==> config.mk <==
export PLATFORM = sky130hd
export DESIGN_NAME = mcc_top
export DESIGN_NICKNAME = d
export VERILOG_FILES = /design/src/rtl/mcc_pkg.sv /design/src/rtl/mcc_sync.sv /design/src/rtl/mcc_prescaler.sv /design/src/rtl/mcc_top.sv
export SDC_FILE = /design/constraint.sdc
export NUM_CORES = 1
export LEC_CHECK = 0
export ABC_AREA = 1
export BUFFER_PORTS_ARGS = -buffer_cell sky130_fd_sc_hd__buf_2
export CELL_PAD_IN_SITES_DETAIL_PLACEMENT = 1
export CELL_PAD_IN_SITES_GLOBAL_PLACEMENT = 2
export CORE_MARGIN = 2
export CORE_UTILIZATION = 32
export DETAILED_ROUTE_END_ITERATION = 8
export PLACE_DENSITY = 0.9
export SETUP_SLACK_MARGIN = 0.3
export SYNTH_ARGS = -nofsm -noshare
export SYNTH_HDL_FRONTEND = slang
export SYNTH_SLANG_ARGS = --single-unit
==> constraint.sdc <==
create_clock -name pclk -period 3 [get_ports pclk]
set_clock_uncertainty 0.05 [all_clocks]
set_input_delay 0.6 -clock pclk [delete_from_list [all_inputs] [get_ports pclk]]
set_output_delay 0.6 -clock pclk [all_outputs]
set_load 0.02 [all_outputs]
==> src/rtl/mcc_pkg.sv <==
// Package of constants, types and register map of the master clock controller
package mcc_pkg;

    // ------------------------------------------------------------------
    // Register map (byte addresses on APB)
    // ------------------------------------------------------------------
    localparam int ADDR_W = 8;
    localparam logic [7:0] ADDR_SRC_SEL = 8'h00;
    localparam logic [7:0] ADDR_STATUS = 8'h04;
    localparam logic [7:0] ADDR_PRESCALE = 8'h08;
    localparam logic [7:0] ADDR_GATE_ONE = 8'h0C;
    localparam logic [7:0] ADDR_GATE_TWO = 8'h10;
    localparam logic [7:0] ADDR_CORE_GATE = 8'h14;
    localparam logic [7:0] ADDR_MONITOR = 8'h18;
    localparam logic [7:0] ADDR_CLK_OUT = 8'h1C;
    localparam logic [7:0] ADDR_IRQ_STATUS = 8'h20;
    localparam logic [7:0] ADDR_IRQ_MASK = 8'h24;

    // ------------------------------------------------------------------
    // Master clock sources
    // ------------------------------------------------------------------
    typedef enum logic [1:0] {
        SRC_INT_FAST = 2'b00,
        SRC_EXT_XTAL = 2'b01,
        SRC_EXT_USER = 2'b10,
        SRC_INT_SLOW = 2'b11
    } mcc_src_t;

    typedef enum logic [1:0] {
        SW_IDLE = 2'b00,
        SW_WAIT_READY = 2'b01,
        SW_WAIT_LOW = 2'b10
    } mcc_sw_state_t;

    // Oscillator waveforms and ready flags, indexed by source code
    typedef struct packed {
        logic [3:0] wave;
        logic [3:0] ready;
    } mcc_osc_t;

    // ------------------------------------------------------------------
    // Fields and reset values
    // ------------------------------------------------------------------
    localparam int PRE_W = 3;
    localparam int PRE_CNT_W = 7;
    localparam logic [2:0] PRESCALE_RESET = 3'h3;
    localparam logic [7:0] GATE_ONE_RESET = 8'hFF;
    localparam logic [7:0] GATE_TWO_MASK = 8'h8C;
    localparam logic [7:0] GATE_TWO_RESET = 8'h8C;
    localparam logic [1:0] CORE_GATE_RESET = 2'h3;
    localparam int NUM_GATES = 18;
    localparam int IRQ_SWITCH_DONE = 0;
    localparam int IRQ_CLOCK_FAIL = 1;
    localparam int STAT_BUSY = 2;
    localparam int MON_ENABLE = 0;
    localparam int OUT_ENABLE = 0;

    // Clock output selection codes, field bits [3:1]
    localparam logic [2:0] OUT_SEL_MASTER = 3'h0;
    localparam logic [2:0] OUT_SEL_CPU = 3'h1;
    localparam logic [2:0] OUT_SEL_INT_FAST = 3'h2;
    localparam logic [2:0] OUT_SEL_INT_SLOW = 3'h3;
    localparam logic [2:0] OUT_SEL_EXT = 3'h4;

    // ------------------------------------------------------------------
    // Timing
    // ------------------------------------------------------------------
    localparam int CLK_PERIOD_NS = 20;
    localparam int FAIL_TIME_NS = 1000;
    localparam int FAIL_CYCLES_INT = FAIL_TIME_NS / CLK_PERIOD_NS;
    localparam logic [7:0] FAIL_CYCLES = FAIL_CYCLES_INT[7:0];

endpackage

==> src/rtl/mcc_sync.sv <==
// Two-flop synchroniser, one stage pair per bit
`timescale 1ns/1ps
`default_nettype none
module mcc_sync #(
    parameter int W = 8
) (
    input wire logic pclk,
    input wire logic presetn,
    input wire logic [W-1:0] d,
    output var logic [W-1:0] q
);
    logic [W-1:0] meta;

    genvar i;
    generate
        for (i = 0; i < W; i++) begin : g_bit
            always_ff @(posedge pclk or negedge presetn) begin
                if (!presetn) begin
                    meta[i] <= 1'b0;
                    q[i] <= 1'b0;
                end else begin
                    meta[i] <= d[i];
                    q[i] <= meta[i];
                end
            end
        end
    endgenerate
endmodule
`default_nettype wire

==> src/rtl/mcc_prescaler.sv <==
// Power-of-two prescaler of the master clock
`timescale 1ns/1ps
`default_nettype none
module mcc_prescaler (
    input wire logic pclk,
    input wire logic presetn,
    input wire logic mclk,
    input wire logic [mcc_pkg::PRE_W-1:0] ratio,
    output var logic div_clk
);
    logic mclk_d;
    logic [mcc_pkg::PRE_CNT_W-1:0] cnt;
    logic [mcc_pkg::PRE_W-1:0] ratio_act;
    logic [mcc_pkg::PRE_CNT_W-1:0] cnt_inc;
    logic [mcc_pkg::PRE_CNT_W-1:0] wrap_mask;
    logic [mcc_pkg::PRE_CNT_W-1:0] cnt_half;
    wire rise = mclk & ~mclk_d;
    wire wrap = ((cnt_inc & wrap_mask) == '0);
    logic next_div;

    assign cnt_inc = cnt + 1'b1;
    assign wrap_mask = (mcc_pkg::PRE_CNT_W)'((8'h01 << ratio_act) - 8'h01);
    assign cnt_half = (mcc_pkg::PRE_CNT_W)'(8'h01 << (ratio - 3'h1));

    // Ratio only changes at the end of a whole divided period, so no short pulse
    always_comb begin
        if (ratio_act == '0) begin
            next_div = mclk;
        end else begin
            next_div = cnt[ratio_act - 1'b1];
        end
    end

    always_ff @(posedge pclk or negedge presetn) begin
        if (!presetn) begin
            mclk_d <= 1'b0;
            cnt <= '0;
            ratio_act <= mcc_pkg::PRESCALE_RESET;
            div_clk <= 1'b0;
        end else begin
            mclk_d <= mclk;
            div_clk <= next_div;
            if (rise && wrap) begin
                // Leaving undivided mode on a high pulse: start in the high half, keep it whole
                cnt <= (ratio_act == '0) ? cnt_half : '0;
                ratio_act <= ratio;
            end else if (rise) begin
                cnt <= cnt_inc;
            end
        end
    end
endmodule
`default_nettype wire

==> src/rtl/mcc_top.sv <==
// Master clock controller: source switch, prescaler, gating, monitor, clock output
// Overview of operation
// After reset run from internal fast RC divided by eight, two MHz.
// Keep the old source until the requested new source reports ready.
// Change sources only at low phases, never a truncated pulse; a forced fallback does not wait for the old source's low phase.
// Four sources: crystal, user external clock, fast RC, slow RC.
// Software changes the source through a register while running.
// Master clock passes a software-programmable prescaler to CPU and peripherals.
// Monitor sees external clock loss, falls back to fast RC over eight, interrupts.
// Clocks to core, each peripheral and memory can be stopped individually.
// Gate bits map to timers, serial ports, SPI, I2C, CAN, ADC, auto-wakeup.
// A configurable clock output drives a selected internal clock to a pin.
// Reserved gate bits read zero and never enable any clock.
`timescale 1ns/1ps
`default_nettype none
module mcc_top (
    input wire logic pclk,
    input wire logic presetn,
    input wire logic psel,
    input wire logic penable,
    input wire logic pwrite,
    input wire logic [mcc_pkg::ADDR_W-1:0] paddr,
    input wire logic [31:0] pwdata,
    output var logic [31:0] prdata,
    output logic pready,
    output logic pslverr,
    input wire mcc_pkg::mcc_osc_t osc,
    output logic master_clk,
    output logic cpu_clk,
    output logic core_clk,
    output logic mem_clk,
    output logic [15:0] periph_clk,
    output var logic clock_out_pin,
    output var logic clock_out_oe,
    output logic irq
);
    // ------------------------------------------------------------------
    // Oscillator inputs, resynchronised
    // ------------------------------------------------------------------
    logic [3:0] wave_s;
    logic [3:0] ready_s;

    mcc_sync #(.W(8)) u_sync (
        .pclk(pclk),
        .presetn(presetn),
        .d({osc.ready, osc.wave}),
        .q({ready_s, wave_s})
    );

    // ------------------------------------------------------------------
    // Registers
    // ------------------------------------------------------------------
    mcc_pkg::mcc_src_t src_sel;
    mcc_pkg::mcc_src_t src_cur;
    mcc_pkg::mcc_src_t src_target;
    mcc_pkg::mcc_sw_state_t sw_state;
    logic [mcc_pkg::PRE_W-1:0] prescale;
    logic [7:0] gate_one;
    logic [7:0] gate_two;
    logic [1:0] core_gate;
    logic mon_ctrl;
    logic [3:0] out_ctrl;
    logic [1:0] irq_status;
    logic [1:0] irq_mask;
    logic forced;
    logic mclk;
    logic fail_event;
    logic switch_done;

    // ------------------------------------------------------------------
    // APB decode
    // ------------------------------------------------------------------
    wire setup = psel & ~penable;
    wire wr = psel & penable & pwrite;
    wire hit_sel = (paddr == mcc_pkg::ADDR_SRC_SEL);
    wire hit_stat = (paddr == mcc_pkg::ADDR_STATUS);
    wire hit_pre = (paddr == mcc_pkg::ADDR_PRESCALE);
    wire hit_g1 = (paddr == mcc_pkg::ADDR_GATE_ONE);
    wire hit_g2 = (paddr == mcc_pkg::ADDR_GATE_TWO);
    wire hit_core = (paddr == mcc_pkg::ADDR_CORE_GATE);
    wire hit_mon = (paddr == mcc_pkg::ADDR_MONITOR);
    wire hit_out = (paddr == mcc_pkg::ADDR_CLK_OUT);
    wire hit_ist = (paddr == mcc_pkg::ADDR_IRQ_STATUS);
    wire hit_imk = (paddr == mcc_pkg::ADDR_IRQ_MASK);
    wire hit_any = hit_sel | hit_stat | hit_pre | hit_g1 | hit_g2 | hit_core | hit_mon
                   | hit_out | hit_ist | hit_imk;
    wire [7:0] status_val = {ready_s, 1'b0, (sw_state != mcc_pkg::SW_IDLE), src_cur};
    logic [31:0] rd_mux;

    assign pready = 1'b1;
    assign pslverr = psel & penable & ~hit_any;

    always_comb begin
        rd_mux = 32'h0000_0000;
        unique case (1'b1)
            hit_sel: rd_mux = {30'h0000_0000, src_sel};
            hit_stat: rd_mux = {24'h00_0000, status_val};
            hit_pre: rd_mux = {29'h0000_0000, prescale};
            hit_g1: rd_mux = {24'h00_0000, gate_one};
            hit_g2: rd_mux = {24'h00_0000, gate_two};
            hit_core: rd_mux = {30'h0000_0000, core_gate};
            hit_mon: rd_mux = {31'h0000_0000, mon_ctrl};
            hit_out: rd_mux = {28'h000_0000, out_ctrl};
            hit_ist: rd_mux = {30'h0000_0000, irq_status};
            hit_imk: rd_mux = {30'h0000_0000, irq_mask};
            default: rd_mux = 32'h0000_0000;
        endcase
    end

    // Read data is captured in the setup phase so it stands through the access
    always_ff @(posedge pclk or negedge presetn) begin
        if (!presetn) begin
            prdata <= 32'h0000_0000;
        end else if (setup && !pwrite) begin
            prdata <= rd_mux;
        end
    end

    // ------------------------------------------------------------------
    // Software registers; a clock failure overrides selection and ratio
    // ------------------------------------------------------------------
    always_ff @(posedge pclk or negedge presetn) begin
        if (!presetn) begin
            src_sel <= mcc_pkg::SRC_INT_FAST;
            prescale <= mcc_pkg::PRESCALE_RESET;
            gate_one <= mcc_pkg::GATE_ONE_RESET;
            gate_two <= mcc_pkg::GATE_TWO_RESET;
            core_gate <= mcc_pkg::CORE_GATE_RESET;
            mon_ctrl <= 1'b0;
            out_ctrl <= 4'h0;
            irq_mask <= 2'h0;
        end else if (fail_event) begin
            src_sel <= mcc_pkg::SRC_INT_FAST;
            prescale <= mcc_pkg::PRESCALE_RESET;
        end else if (wr) begin
            if (hit_sel) src_sel <= mcc_pkg::mcc_src_t'(pwdata[1:0]);
            if (hit_pre) prescale <= pwdata[mcc_pkg::PRE_W-1:0];
            if (hit_g1) gate_one <= pwdata[7:0];
            if (hit_g2) gate_two <= pwdata[7:0] & mcc_pkg::GATE_TWO_MASK;
            if (hit_core) core_gate <= pwdata[1:0];
            if (hit_mon) mon_ctrl <= pwdata[mcc_pkg::MON_ENABLE];
            if (hit_out) out_ctrl <= pwdata[3:0];
            if (hit_imk) irq_mask <= pwdata[1:0];
        end
    end

    // ------------------------------------------------------------------
    // Interrupt status: sticky, write one to clear, a new event wins
    // ------------------------------------------------------------------
    wire [1:0] irq_set = {fail_event, switch_done};
    wire [1:0] irq_clr = (wr && hit_ist) ? pwdata[1:0] : 2'h0;

    always_ff @(posedge pclk or negedge presetn) begin
        if (!presetn) begin
            irq_status <= 2'h0;
        end else begin
            irq_status <= (irq_status & ~irq_clr) | irq_set;
        end
    end

    assign irq = |(irq_status & irq_mask);

    // ------------------------------------------------------------------
    // Source switch sequencer
    // ------------------------------------------------------------------
    // A dead source may hold its wave high; on a forced change we cannot
    // wait for its low phase, and the cut comes at a falling edge anyway.
    // The live wave must be low too, or a pulse just entering mclk would be cut
    wire old_low = (~mclk & ~wave_s[src_cur]) | forced;
    wire new_low = ~wave_s[src_target];

    always_ff @(posedge pclk or negedge presetn) begin
        if (!presetn) begin
            sw_state <= mcc_pkg::SW_IDLE;
            src_cur <= mcc_pkg::SRC_INT_FAST;
            src_target <= mcc_pkg::SRC_INT_FAST;
            forced <= 1'b0;
            switch_done <= 1'b0;
        end else begin
            switch_done <= 1'b0;
            if (fail_event) begin
                src_target <= mcc_pkg::SRC_INT_FAST;
                forced <= 1'b1;
                sw_state <= mcc_pkg::SW_WAIT_READY;
            end else begin
                unique case (sw_state)
                    mcc_pkg::SW_IDLE: begin
                        if (src_sel != src_cur) begin
                            src_target <= src_sel;
                            forced <= 1'b0;
                            sw_state <= mcc_pkg::SW_WAIT_READY;
                        end
                    end
                    mcc_pkg::SW_WAIT_READY: begin
                        if (ready_s[src_target]) begin
                            sw_state <= mcc_pkg::SW_WAIT_LOW;
                        end
                    end
                    mcc_pkg::SW_WAIT_LOW: begin
                        if (old_low && new_low) begin
                            src_cur <= src_target;
                            switch_done <= 1'b1;
                            sw_state <= mcc_pkg::SW_IDLE;
                        end
                    end
                    default: begin
                        sw_state <= mcc_pkg::SW_IDLE;
                    end
                endcase
            end
        end
    end

    // Master clock follows the active source only; src_cur moves at a low phase
    always_ff @(posedge pclk or negedge presetn) begin
        if (!presetn) begin
            mclk <= 1'b0;
        end else begin
            mclk <= wave_s[src_cur];
        end
    end

    assign master_clk = mclk;

    // ------------------------------------------------------------------
    // Clock failure monitor on the active external source, crystal or user clock
    // ------------------------------------------------------------------
    logic ext_d;
    logic [7:0] idle_cnt;
    wire cur_ext = (src_cur == mcc_pkg::SRC_EXT_XTAL) | (src_cur == mcc_pkg::SRC_EXT_USER);
    wire ext_wave = wave_s[src_cur];
    wire ext_edge = ext_wave ^ ext_d;
    wire mon_armed = mon_ctrl & cur_ext & (sw_state == mcc_pkg::SW_IDLE);

    always_ff @(posedge pclk or negedge presetn) begin
        if (!presetn) begin
            ext_d <= 1'b0;
            idle_cnt <= 8'h00;
            fail_event <= 1'b0;
        end else begin
            ext_d <= ext_wave;
            fail_event <= 1'b0;
            if (!mon_armed || ext_edge) begin
                idle_cnt <= 8'h00;
            end else if (idle_cnt == mcc_pkg::FAIL_CYCLES) begin
                fail_event <= 1'b1;
                idle_cnt <= 8'h00;
            end else begin
                idle_cnt <= idle_cnt + 8'h01;
            end
        end
    end

    // ------------------------------------------------------------------
    // Prescaler and per-destination gating
    // ------------------------------------------------------------------
    mcc_prescaler u_pre (
        .pclk(pclk),
        .presetn(presetn),
        .mclk(mclk),
        .ratio(prescale),
        .div_clk(cpu_clk)
    );

    wire [mcc_pkg::NUM_GATES-1:0] gate_vec = {core_gate, gate_two, gate_one};
    logic [mcc_pkg::NUM_GATES-1:0] gate_en;
    logic [mcc_pkg::NUM_GATES-1:0] gated;

    // Enables move only while the divided clock is low, so pulses stay whole
    genvar g;
    generate
        for (g = 0; g < mcc_pkg::NUM_GATES; g++) begin : g_gate
            always_ff @(posedge pclk or negedge presetn) begin
                if (!presetn) begin
                    gate_en[g] <= 1'b0;
                    gated[g] <= 1'b0;
                end else begin
                    if (!cpu_clk) gate_en[g] <= gate_vec[g];
                    gated[g] <= cpu_clk & gate_en[g];
                end
            end
        end
    endgenerate

    assign periph_clk = gated[15:0];
    assign core_clk = gated[16];
    assign mem_clk = gated[17];

    // ------------------------------------------------------------------
    // Clock output pin
    // ------------------------------------------------------------------
    wire [2:0] out_sel = out_ctrl[3:1];
    logic out_src;

    always_comb begin
        unique case (out_sel)
            mcc_pkg::OUT_SEL_MASTER: out_src = mclk;
            mcc_pkg::OUT_SEL_CPU: out_src = cpu_clk;
            mcc_pkg::OUT_SEL_INT_FAST: out_src = wave_s[mcc_pkg::SRC_INT_FAST];
            mcc_pkg::OUT_SEL_INT_SLOW: out_src = wave_s[mcc_pkg::SRC_INT_SLOW];
            mcc_pkg::OUT_SEL_EXT: out_src = wave_s[mcc_pkg::SRC_EXT_XTAL];
            default: out_src = 1'b0;
        endcase
    end

    always_ff @(posedge pclk or negedge presetn) begin
        if (!presetn) begin
            clock_out_pin <= 1'b0;
            clock_out_oe <= 1'b0;
        end else begin
            clock_out_pin <= out_src & out_ctrl[mcc_pkg::OUT_ENABLE];
            clock_out_oe <= out_ctrl[mcc_pkg::OUT_ENABLE];
        end
    end
endmodule
`default_nettype wire

* After elaboration in Yosys (flattened, before gate mapping)
Index checks and enable logic that the tools add are counted.
Storage, ports and cells: logic and storage cells 214, register bits 133, input bits 53, output and inout bits 57
Cells by class: reductions and logical operators 31, shift operators 2, multiplexer cells 39, add/subtract/negate cells 5, bitwise gates (word level) 46, order comparisons 3, equal/unequal tests 22
Operators by type and width (count):
- 8-bit one-hot mux with 10 select lines | 1
- 8-bit by 5-bit equality test with 1-bit output, second input constant | 4
- 8-bit by 6-bit equality test with 1-bit output, second input constant | 3
- 3-bit AND reduction | 8
- 1-bit bitwise AND | 22
- 2-bit 2-to-1 mux | 11
- 7-bit 2-to-1 mux | 3
- 8-bit by 4-bit equality test with 1-bit output, second input constant | 2
- 8-bit 2-to-1 mux | 2
- 2-bit nonzero test | 7
- 1-bit by 3-bit left shift with 7-bit output, first input constant | 2
- 1-bit 2-to-1 mux | 13
- 1-bit OR | 11
- 3-bit 2-to-1 mux | 3
- 3-bit != test, second input constant | 3
- 8-bit by 1-bit adder with 8-bit output, second input constant | 1
- 8-bit by 3-bit equality test with 1-bit output, second input constant | 1
- 8-bit logical NOT | 1
- 7-bit by 1-bit adder with 7-bit output, second input constant | 1
- 7-bit bitwise AND | 1
- 7-bit logical NOT | 1
- 1-bit inverter | 7
- 7-bit by 1-bit subtractor with 7-bit output, second input constant | 1
- 1-bit binary-select mux with 2-bit select | 3
- 23 further kinds | 36

* Logic depth before layout (Yosys ltp)
Gate-level depths: netlist (run 1).
depth in word-level cells 12, gate-level depth with buffers 17, depth with buffers taken out 16

* By module
A second synthesis (run 1) with hierarchy kept.
Unflattened totals: cell total of the unflattened synthesis 666, area, all modules 5591.6 um^2
By module, submodules not included:
- mcc_top | instances 1, seq. area each 2045.7 um^2, cells each 478, area an instance 4048.9 um^2
- mcc_prescaler | instances 1, seq. area each 302.8 um^2, cells each 172, area an instance 1142.3 um^2
- mcc_sync | instances 1, seq. area each 400.4 um^2, cells each 16, area an instance 400.4 um^2

* Worst setup path before layout (run 1)
OpenSTA, ideal clock, no wires.
path type reg-to-reg, start point reg u_pre.ratio_act[0] in the netlist's numbering, end point reg u_pre.ratio_act[2] in the netlist's numbering, cell stages (with the launch flop) 15, data required time 2826 ps, library setup time 124 ps, data arrival time 2054 ps, setup slack 772 ps, period minus slack after synthesis 2228 ps, buffers on the path 1, path through dfstp_2 inv_1 ha_1 nand2_4 ha_1 nand3_1 nand3_2 nand2_1 clkinv_1 nand2_2 nor2_4 nand3_4 buf_6 nor2_2 a21oi_1
On the way: word-level cells in the longest chain between the ends 5
RTL lines:
- from (decl) | RTL line mcc_prescaler.sv:13 | logic [mcc_pkg::PRE_W-1:0] ratio_act;
- from (signal assigned) | RTL line mcc_prescaler.sv:38 | ratio_act <= mcc_pkg::PRESCALE_RESET;
- from (signal assigned) | RTL line mcc_prescaler.sv:46 | ratio_act <= ratio;
- 1-bit by 3-bit left shift with 7-bit output | RTL line mcc_prescaler.sv:22 | assign wrap_mask = (mcc_pkg::PRE_CNT_W)'((8'h01 << ratio_act) - 8'h01);
- 7-bit by 1-bit subtractor with 7-bit output | RTL line mcc_prescaler.sv:22
- 7-bit bitwise AND | RTL line mcc_prescaler.sv:18 | wire wrap = ((cnt_inc & wrap_mask) == '0);
- 7-bit logical NOT | RTL line mcc_prescaler.sv:18
- 1-bit logical AND | RTL line mcc_prescaler.sv:43 | if (rise && wrap) begin
Every way passes these cells. A chain may end at the register's enable or synchronous reset.

* Worst setup path in the final report (run 1)
start point reg u_pre.ratio_act[0] in the netlist's numbering, end point reg u_pre.cnt[3] in the netlist's numbering
On the way: word-level cells in the longest chain between the ends 6, elaborated cells on any way between the ends 9, classes of those cells 1 x add/sub; 1 x shift; 2 x mux; 1 x bitwise; 4 x reduce/logical
RTL lines:
- 1-bit by 3-bit left shift with 7-bit output | RTL line mcc_prescaler.sv:22
- 7-bit by 1-bit subtractor with 7-bit output | RTL line mcc_prescaler.sv:22
- 7-bit bitwise AND | RTL line mcc_prescaler.sv:18
- 7-bit logical NOT | RTL line mcc_prescaler.sv:18
- 1-bit logical AND | RTL line mcc_prescaler.sv:43
- 7-bit 2-to-1 mux / 2-bit nonzero test (equally long branches)
- to (signal assigned) | RTL line mcc_prescaler.sv:45 | cnt <= (ratio_act == '0) ? cnt_half : '0;
- to (signal assigned) | RTL line mcc_prescaler.sv:48 | cnt <= cnt_inc;
- to (decl) | RTL line mcc_prescaler.sv:12 | logic [mcc_pkg::PRE_CNT_W-1:0] cnt;
Several ways; a longest one is shown, not always the timed one.

==> run metrics, run 1 <==
outcome=complete, no violations; maxcap violations=0; Max transition margin=50.89%; first-pass GRT wire length=22.28 mm; compound-cell area share of the yosys netlist=10.97%; sequential share of power=41.3%; clk buf depth=2; Post-synth EDFFs=0; cell taking the most area after synthesis=dfrtp_1; number of fill cells in the layout=2022; Core ar.=16470 µm²; RSZ-0062 raised after global routing=false; Layout area overhead=14.93%; Hold Crit Class=primary input to async pin; TritonRoute pass-1 iters=4; post-synthesis adder-cell area fraction=2.566%; Ys Warns=0; post-synth top area share=42.93%; Crit path arrival time=2.73 ns; row count=47; CTS tree=yes; Sw Share=37.99%; drt total wl=13.38 mm; root buf cell=clkbuf_16; clock latency at the later pin of the worst-skew pair=0.36 ns; # nets final=767; Starting DRT DRC Count=199; Post-Syn Area=5363 µm²; Final Slew Violations=0; combinational group share of total power=31.5%; Synth Register Bits=109; number of global-route vias before repair=4398; Ports=110; Fin Hold WS=0.2567 ns; ANT nets after route=0; critical path launch point type=register; crit path kind=register to register; Post-Synth XOR/XNOR Area=0.8166%; grt total ovfl=0; post-synthesis simple-gate area fraction=22.10%; # DRC=0; LEAKAGE=3.202 nW; post-DP HPWL=10.14 mm; Reg clk slew, reported paths=0.07 ns; vias=4286; Synth Instances=633; Port Buf Inserts=55; crit path max fanout=8; net switching power=0.001661 W; clock power share=27.2%; maximum number of pins on one net before global-route repair=59; initial antenna violation count=0; Tmin final=2.532 ns; setup TNS=0 ns; async set or reset register ratio after synthesis=100.0%; mux contribution to synthesized area=0%; Worst Path Required=3.20 ns; Post-Syn Area per Cell=8.472 µm²; initial core utilization=32.57%; Power Total=0.004373 W; non-filler cells, final=928; vias per cell=4.619; fin crit share=84.41%; routability cong.=0.8625; worst vdd rail ir drop=0.2882 mV; die height=133.5 µm; Final Hold Vio Count=0; H-tree Lvls=3; clk sinks=109; Die ar.=17810 µm²; Setup crit end kind=register; DR WL/cell=14.42 µm; CTS buffer count=9; Cell variety after synth=40; Cell Pwr Density=709.5 nW/µm²; worst slew pin tran=0.7367 ns; prevailing post-synth register cell=dfrtp_1; GRT Total Usage=15.75%; placed cell count=906; final setup fails=0; main combinational cell family by area after synthesis=simple AND/OR/NAND/NOR gates; Internal=0.002712 W; Ant. Diodes=0; register area share after synthesis=51.26%; Max Clk Rate=0.3949 GHz; share of cells above drive strength 1=17.51%; top cells by area, synth=dfrtp_1 43%, nand2_1 9.9%, dfstp_2 8.3%; chip width=133.5 µm
-- synthesized netlist by cell type, types with 8 or more instances --
cell / n
nand2_2: 8
nand3_1: 33
dfstp_2: 17
nor3_1: 9
o21ai_0: 54
inv_1: 100
ha_1: 11
dfrtp_1: 92
nand4_1: 10
o22ai_1: 12
nor2_1: 44
a21oi_1: 22
nand2_1: 142
buf_4: 30
-- logic make-up after synthesis --
logic type / Yosys count
flops: 109
other cells: 2
fa+ha+maj: 11
compound gates: 105
buf+inv: 140
xor+xnor: 5
simple gates: 261
-- metal layers --
| layer | global-route usage, % | wire length, µm | up-vias |
|---|---|---|---|
| met5 | 0 | 0 | - |
| met2 | 25.77 | 6321 | 74 |
| met1 | 21.13 | 6375 | 2085 |
| met4 | 5.201 | 204 | 0 |
| met3 | 2.968 | 480 | 14 |
| li1 | - | - | 2113 |
-- path summary, 6_finish.rpt --
check | from | endpoint | slack [ns] | depth (start not counted)
setup / recovery | u_pre.ratio_act[0] | u_pre.cnt[3] | 0.47 | 14
hold / removal | presetn | periph_clk[5] | 0.26 | 1
setup reg to reg | u_pre.ratio_act[0] | u_pre.cnt[3] | 0.47 | 14
hold reg to reg | u_sync.meta[6] | u_sync.q[6] | 0.30 | 0
max in group asynchronous | presetn | prescale[1] | 1.93 | 2
min in group pclk | osc[5] | u_sync.meta[1] | 0.29 | 1
-- worst max-delay path, cell delays in order, from the launching register on --
cell and delay (ns):
dfstp_2 0.61, inv_1 0.14, ha_2 0.25, nand2_4 0.11
ha_1 0.23, nand3_1 0.12, nand3_2 0.08, nand2_1 0.05
clkinv_1 0.05, nand2_2 0.05, nor2_4 0.24, buf_4 0.17
nand4_1 0.08, nand3_1 0.12, nand2_1 0.06
-- metrics by stage --
step                      cell area, µm²  util (%)  worst slack, ns
after floorplan                     5468         -           0.7716
after global placement              5823     35.36           0.5641
after detailed placement            5823     35.36           0.4542
after CTS                           6113     37.13           0.4061
after global routing                6163     37.43           0.3082
final                               6163     37.43           0.4677
-- state kept, by name (all words and copies together), names as in the netlist, 2 cells and up --
signal,count
gate_en,13
periph_clk,11
gate_one,8
idle_cnt,8
prdata,8
u_sync.meta,8
u_sync.q,8
u_pre.cnt,7
out_ctrl,4
gate_two,3
prescale,3
u_pre.ratio_act,3
core_gate,2
irq_mask,2
irq_status,2
src_cur,2
src_sel,2
src_target,2
sw_state,2
-- area by class of cell --
type                    count  area (µm²)  area share [%]
inverters                 103       389.1           6.313
flip-flops and latches    109        2749           44.60
clock buffers              10       239.0           3.877
repair buffers             67       380.4           6.171
well taps                 220       275.3           4.466
multi-input cells         413        2079           33.74
clock inverters             6       51.30          0.8323
-- timing repair --
action | CTS | global route
hold buffers | 0 | 0
endpoints found under the setup margin | 0 | 8
buffers inserted | 0 | 5
resized for setup | 0 | 1
-- power groups by stage --
stage / Clock, W / Combinational [W] / Sequential [W]
6_report: 0.00119 / 0.00138 / 0.00180
5_1_grt: 0.00128 / 0.00156 / 0.00183
4_1_cts: 0.00122 / 0.00134 / 0.00181
3_5_place_dp: 0 / 0.00133 / 0.00184
3_3_place_gp: 0 / 0.00127 / 0.00182
2_1_floorplan: 0 / 0.000999 / 0.00181
-- cell usage in the layout, fill, tap and decap left out, types with 2 or more instances in the layout --
cell,count
o211ai_1,2
nor2_2,2
nor2_1,44
nand2_4,2
xnor2_1,3
buf_4,12
dfrtp_1,92
o221ai_1,2
inv_6,2
conb_1,30
nand3_4,3
o21ai_1,2
dfstp_2,17
nor3_1,9
clkinv_4,2
nand3_1,33
o21ai_2,2
a21oi_1,22
ha_1,10
o21ai_0,54
o2111ai_1,2
and3_1,3
clkinv_1,2
xor2_1,2
nand4_1,10
nand2_1,142
nand2_2,8
o22ai_1,12
buf_2,54
a22oi_1,2
nand3_2,3
clkbuf_16,9
inv_1,100
o31ai_1,2
(Power assumes the default switching activity.)
==> inputs of run 2 (changes only) <==
Settings changed: CORE_UTILIZATION 32 to 29, PLACE_DENSITY 0.9 to 0.87.
Clock period 3 ns to 2.1 ns, I/O delays scaled along.
==> run 2 against run 1 <==
  * The flow now finishes with violations (negative setup slack)
  * Final cell count is 3.9% higher
  * Global-route usage down 1.4 points
  * Clock power grew 46%
  * Core utilization decreased by 0.59 points
  * Worst setup slack lost 0.48 ns
  * Highest routed layer unchanged
  * Total power increased by 50%
  * First-iteration DRC count rose by 17%
  * Die area rose by 10%
  * Critical path depth grew 1
  * Wire length is 3.0% higher
  * Clock-buffer cell count decreased by 1
  * Sequential power is 42% higher
==> run metrics, run 2 (synthesis gave the netlist of run 1 again) <==
Largest register FFs=13 (unchanged); vias=4361 (+1.7%); TritonRoute pass-1 iters=4 (unchanged); fin crit share=100.6% (+16 points); Tmin final=2.113 ns (-0.4196 ns); GRT Total Usage=14.34% (-1.4 points); RSZ-0062 raised after global routing=true; crit path max fanout=12 (+4); Ant. Diodes=0 (unchanged); routability cong.=0.7730 (-10%); Port Buf Inserts=55 (unchanged); Max Clk Rate=0.4733 GHz (+20%); Register-to-Register Path Depth=15 (+1); Hold Crit Class=primary input to register; area post-placement=6050 µm² (+3.9%); Max transition margin=59.69% (+8.8 points); failing checks=negative setup slack; CTS tree=yes; die height=140.0 µm (+4.9%); post-route cell area=6641 µm² (+7.8%); crit path kind=register to register; most common cell after layout, fill and taps aside=nand2_1; Final Slew Violations=0 (unchanged); end of the worst hold path=u_sync.meta[0]; Reg2Reg Launch Point=u_pre.ratio_act[0]; H-tree Lvls=3 (unchanged); maxcap violations=0 (unchanged); Starting DRT DRC Count=232 (+17%); Core ar.=18020 µm² (+9.5%); worst hold start=osc[4]; root buf cell=clkbuf_16; Fin Hold WS=0.1174 ns (-0.1393 ns); net switching power=0.002483 W (+49%); Worst Path Required=2.35 ns (-0.85 ns); LEAKAGE=3.416 nW (+6.7%); outcome=finished, violations left; worst vdd rail ir drop=0.5358 mV (+86%); vias per cell=4.524 (-2.0%); Place WS=-0.03975 ns (-0.4940 ns); Die ar.=19600 µm² (+10%); CTS buffer count=9 (unchanged); Crit path arrival time=2.36 ns (-0.37 ns); row count=49 (+4.3%); clk sinks=109 (unchanged); chip width=140.0 µm (+4.9%); share of cells above drive strength 1=24.90% (+7.4 points); placed cell count=936 (+3.3%); DR WL/cell=14.29 µm (-0.88%); worst slew pin tran=0.5983 ns (-0.1384 ns); Final Hold Vio Count=0 (unchanged); ANT nets after route=0 (unchanged); Setup crit end kind=register; R2R Path End=u_pre.cnt[1]; clock power share=26.4% (-0.8 points); Cell Pwr Density=990.6 nW/µm² (+40%); Reg clk slew, reported paths=0.08 ns (about the same); clock latency at the later pin of the worst-skew pair=0.35 ns (about the same); Top reg by flops=gate_en; Ports=110 (unchanged); number of global-route vias before repair=4441 (+0.98%); combinational group share of total power=34.7% (+3.2 points); Layout area overhead=23.85%; first-pass GRT wire length=22.60 mm (+1.4%); initial core utilization=29.75% (-2.8 points); drt total wl=13.78 mm (+3.0%); commonest cells after routing, fill and taps aside=136 x nand2_1, 92 x inv_1, 92 x dfrtp_1; final setup fails=5 (+5); clk buf depth=2 (unchanged); Internal=0.004097 W (+51%); sequential share of power=39.0% (-2.3 points); # DRC=0 (unchanged); initial antenna violation count=0 (unchanged); # nets final=794 (+3.5%); post-DP HPWL=10.54 mm (+4.0%); Final WS setup=-0.01274 ns (-0.4804 ns); WHS Path Cells=1; critical path launch point type=register; maximum number of pins on one net before global-route repair=47 (-20%); grt total ovfl=0 (unchanged); Sw Share=37.74% (-0.25 points); worst reg-to-reg setup slack=-0.01 ns (-0.48 ns); non-filler cells, final=964 (+3.9%)
run 2: cell types whose count changed in the layout (fill, tap and decap cells not counted), moves of 3 or more:
cell,previous run,this run
nor2_1,44,37
buf_2,54,51
nand2_1,142,136
inv_2,0,6
nor3_2,0,3
nor3_1,9,4
ha_4,0,3
clkinv_8,0,3
buf_4,12,39
nor2_4,1,8
nand2_4,2,6
inv_1,100,92
run 2: per-stage QoR:
| stage | setup TNS [ns] | util (%) | power (W) |
|---|---|---|---|
| 5_1_grt | -1.665 | 36.85 | 0.007044 |
| 4_1_cts | -0.1448 | 35.71 | 0.006644 |
| 3_5_place_dp | -0.1658 | 33.56 | 0.004818 |
| 2_1_floorplan | -0.01511 | - | 0.004105 |
| 3_3_place_gp | -0.02708 | 33.56 | 0.004750 |
| 6_report | -0.02710 | 36.85 | 0.006579 |
run 2: repair_timing:
item,in CTS,in global routing
endpoints found under the setup margin,21,32
hold buffers,1,0
pin swaps,2,10
gates resized for setup,14,37
hold endpoints to repair,15,0
setup buffers,2,9
run 2: worst max-delay path: stages (launching register included):
cell and delay [ns]:
dfstp_2 0.59, ha_4 0.16, nand2_4 0.05, ha_4 0.25, inv_1 0.03, nand2_1 0.04, nand2_1 0.05, nor2_1 0.09
nand2_1 0.06, clkinv_1 0.05, nand2_2 0.05, nor2_4 0.15, nand3_4 0.20, nand2_1 0.11, nand3_1 0.07, nand2_1 0.06
run 2: final cells by class:
class                           count  area (µm²)
Inverter                          103       394.1
Tap cell                          229       286.5
Timing Repair Buffer               95       620.6
Clock buffer                        9       225.2
Multi-Input combinational cell    412        2280
Sequential cell                   109        2749
Fill cell                        2203       11380
Clock inverter                      7       86.33
run 2: worst max path at each step:
stage	from	to	slack, ns	depth (start not counted)
floorplan	u_pre.ratio_act[0]	u_pre.ratio_act[2]	-0.02	15
CTS	u_pre.ratio_act[0]	u_pre.cnt[5]	-0.03	15
global placement	u_pre.ratio_act[0]	u_pre.ratio_act[2]	-0.01	14
detailed placement	u_pre.ratio_act[0]	u_pre.cnt[5]	-0.04	15
finish	u_pre.ratio_act[0]	u_pre.cnt[1]	-0.01	15
global route	u_pre.ratio_act[0]	u_pre.cnt[5]	-0.20	15
run 2: per-layer routing:
layer | global-route usage [%] | vias up | wire length [µm]
met5 | 0 | - | 0
met4 | 3.316 | 0 | 150
met3 | 2.598 | 9 | 483
met2 | 23.75 | 72 | 6596
met1 | 19.61 | 2125 | 6548
li1 | - | 2155 | -
run 2: power groups by stage:
stage / sequential [W] / clock (W) / combinational, W
after floorplan: 0.00260 / 0 / 0.00151
after CTS: 0.00257 / 0.00179 / 0.00229
after detailed placement: 0.00260 / 0 / 0.00221
final: 0.00256 / 0.00174 / 0.00228
after global placement: 0.00259 / 0 / 0.00216
after global routing: 0.00260 / 0.00186 / 0.00258
==> inputs of run 3 (changes only) <==
Settings changed: CELL_PAD_IN_SITES_GLOBAL_PLACEMENT 2 to 1, CORE_UTILIZATION 29 to 37, MAX_ROUTING_LAYER set to met4.
==> run 3 against run 2 <==
  * Sequential share of layout area grew 0.73 points
  * Non-clock buffer count shrank 2
  * Fmax shrank 1.9%
  * Worst setup slack lost 0.042 ns
  * Highest routed layer unchanged
  * Die area shrank 21%
  * The run still ends with negative setup slack left
  * First-iteration DRC count grew 3.4%
  * Wire length grew 13%
==> run metrics, run 3 (synthesis gave the netlist of run 1 again) <==
outcome=finished, violations left; failing checks=negative setup slack; Setup crit end kind=register; non-filler cells, final=914 (-5.2%); CTS buffer count=9 (unchanged); end of the worst hold path=u_sync.meta[0]; grt total ovfl=0 (unchanged); first-pass GRT wire length=24.86 mm (+10%); R2R Path End=u_pre.cnt[4]; Crit path arrival time=2.36 ns (about the same); number of fill cells in the layout=1679 (-24%); worst hold start=osc[4]; die height=124.4 µm (-11%); worst vdd rail ir drop=0.5449 mV (+1.7%); clock latency at the later pin of the worst-skew pair=0.36 ns (about the same); fin crit share=102.6% (+2.0 points); crit path kind=register to register; TritonRoute pass-1 iters=4 (unchanged); Reg clk slew, reported paths=0.08 ns (about the same); initial antenna violation count=0 (unchanged); chip width=124.4 µm (-11%); maxcap violations=0 (unchanged); Max Clk Rate=0.4641 GHz (-1.9%); vias per cell=5.074 (+12%); share of cells above drive strength 1=24.93% (+0.034 points); DR WL/cell=16.96 µm (+19%); crit path max fanout=8 (-4); row count=43 (-12%); Tmin final=2.155 ns (+0.04193 ns); initial core utilization=38.19% (+8.4 points); maximum number of pins on one net before global-route repair=59 (+26%); Max transition margin=54.37% (-5.3 points); Critical Path Start=u_pre.ratio_act[0]; Register-to-Register Path Depth=15 (unchanged); placed cell count=887 (-5.2%); Hold Crit Class=primary input to register; number of global-route vias before repair=4942 (+11%); root buf cell=clkbuf_16; Final WS setup=-0.05467 ns (-0.04193 ns); final setup fails=7 (+2); critical path launch point type=register; H-tree Lvls=3 (unchanged); Worst Path Required=2.31 ns (-0.04 ns); # nets final=793 (-0.13%); Largest register FFs=13 (unchanged); Ant. Diodes=0 (unchanged); Top reg by flops=gate_en; ANT nets after route=0 (unchanged); Core ar.=14040 µm² (-22%); Final Slew Violations=0 (unchanged); routability cong.=0.8956 (+16%); # DRC=0 (unchanged); Starting DRT DRC Count=240 (+3.4%); drt total wl=15.51 mm (+13%); WHS Path Cells=1 (unchanged); worst reg-to-reg setup slack=-0.05 ns (-0.04 ns); Ports=110 (unchanged); Power Total=0.006614 W (+0.53%); Layout area overhead=21.82%; RSZ-0062 raised after global routing=true; Die ar.=15470 µm² (-21%); most common cell after layout, fill and taps aside=nand2_1; worst slew pin tran=0.6773 ns (+0.07904 ns); vias=4638 (+6.4%); post-DP HPWL=10.47 mm (-0.67%); commonest cells after routing, fill and taps aside=136 x nand2_1, 93 x inv_1, 90 x dfrtp_1; LEAKAGE=3.371 nW (-1.3%); Place WS=-0.1320 ns (-0.09226 ns); CTS tree=yes; clk sinks=109 (unchanged); Reg2Reg Launch Point=u_pre.ratio_act[0]; GRT Total Usage=20.33% (+6.0 points); Port Buf Inserts=55 (unchanged); Final Hold Vio Count=0 (unchanged); clk buf depth=2 (unchanged); Cell Pwr Density=1012 nW/µm² (+2.2%)
run 3: worst max path at each step:
| stage | slack [ns] | cells past startpoint | end |
|---|---|---|---|
| after global placement | -0.07 | 15 | u_pre.cnt[4] |
| final | -0.05 | 15 | u_pre.cnt[4] |
| after floorplan | -0.02 | 15 | u_pre.ratio_act[2] |
| after global routing | -0.20 | 15 | u_pre.cnt[4] |
| after CTS | -0.06 | 15 | u_pre.cnt[4] |
| after detailed placement | -0.13 | 15 | u_pre.cnt[5] |
run 3: repair_timing:
action                     CTS  global route
setup buffers                3             6
pin swaps                    6            11
gates resized for setup     18            30
setup endpoints to repair   21            26
cloned                       1             0
hold buffers                 1             0
hold endpoints to repair    25             0
run 3: stage by stage:
stage	TNS, ns	hold WS [ns]	utilization, %	instance area [µm²]
2_1_floorplan	-0.01511	0.07441	-	5513
3_3_place_gp	-0.4890	0.2820	42.64	5988
3_5_place_dp	-1.024	0.2862	42.64	5988
4_1_cts	-0.3425	0.1058	45.41	6376
5_1_grt	-1.518	0.1077	46.52	6533
6_report	-0.1882	0.1105	46.52	6533
run 3: cell type report:
type / instances / area, µm² / share of cell area, %
sequential: 109 / 2751 / 42.12
multi-input combinational: 413 / 2256 / 34.53
timing repair buffer: 93 / 621.8 / 9.519
inverter: 103 / 396.6 / 6.072
clock buffer: 10 / 229.0 / 3.505
tap: 180 / 225.2 / 3.448
clock inverter: 6 / 52.55 / 0.8044
run 3: worst max-delay path, stage by stage (launching register included):
cell	delay (ns)
dfstp_2	0.59
ha_4	0.16
nand2_4	0.05
ha_4	0.25
inv_1	0.03
nand2_1	0.04
nand2_1	0.05
nor2_1	0.09
nand2_1	0.06
clkinv_1	0.05
nand2_2	0.05
nor2_4	0.17
buf_12	0.14
nand4_1	0.09
nand3_1	0.11
nand2_1	0.05
run 3: power by group:
part | total, W | switching, W | internal [W]
clock | 0.00166 | 0.000830 | 0.000830
combinational | 0.00241 | 0.00150 | 0.000910
sequential | 0.00254 | 0.000201 | 0.00234
run 3: routing by layer:
| metal | part of all wire (%) | wire length [µm] | track usage, % | vias to the layer above |
|---|---|---|---|---|
| li1 | - | - | - | 2158 |
| met5 | 0 | 0 | - | - |
| met4 | 2.5 | 391 | 6.213 | 0 |
| met2 | 52 | 8055 | 35.23 | 143 |
| met1 | 41 | 6310 | 24.17 | 2291 |
| met3 | 4.8 | 747 | 3.651 | 46 |
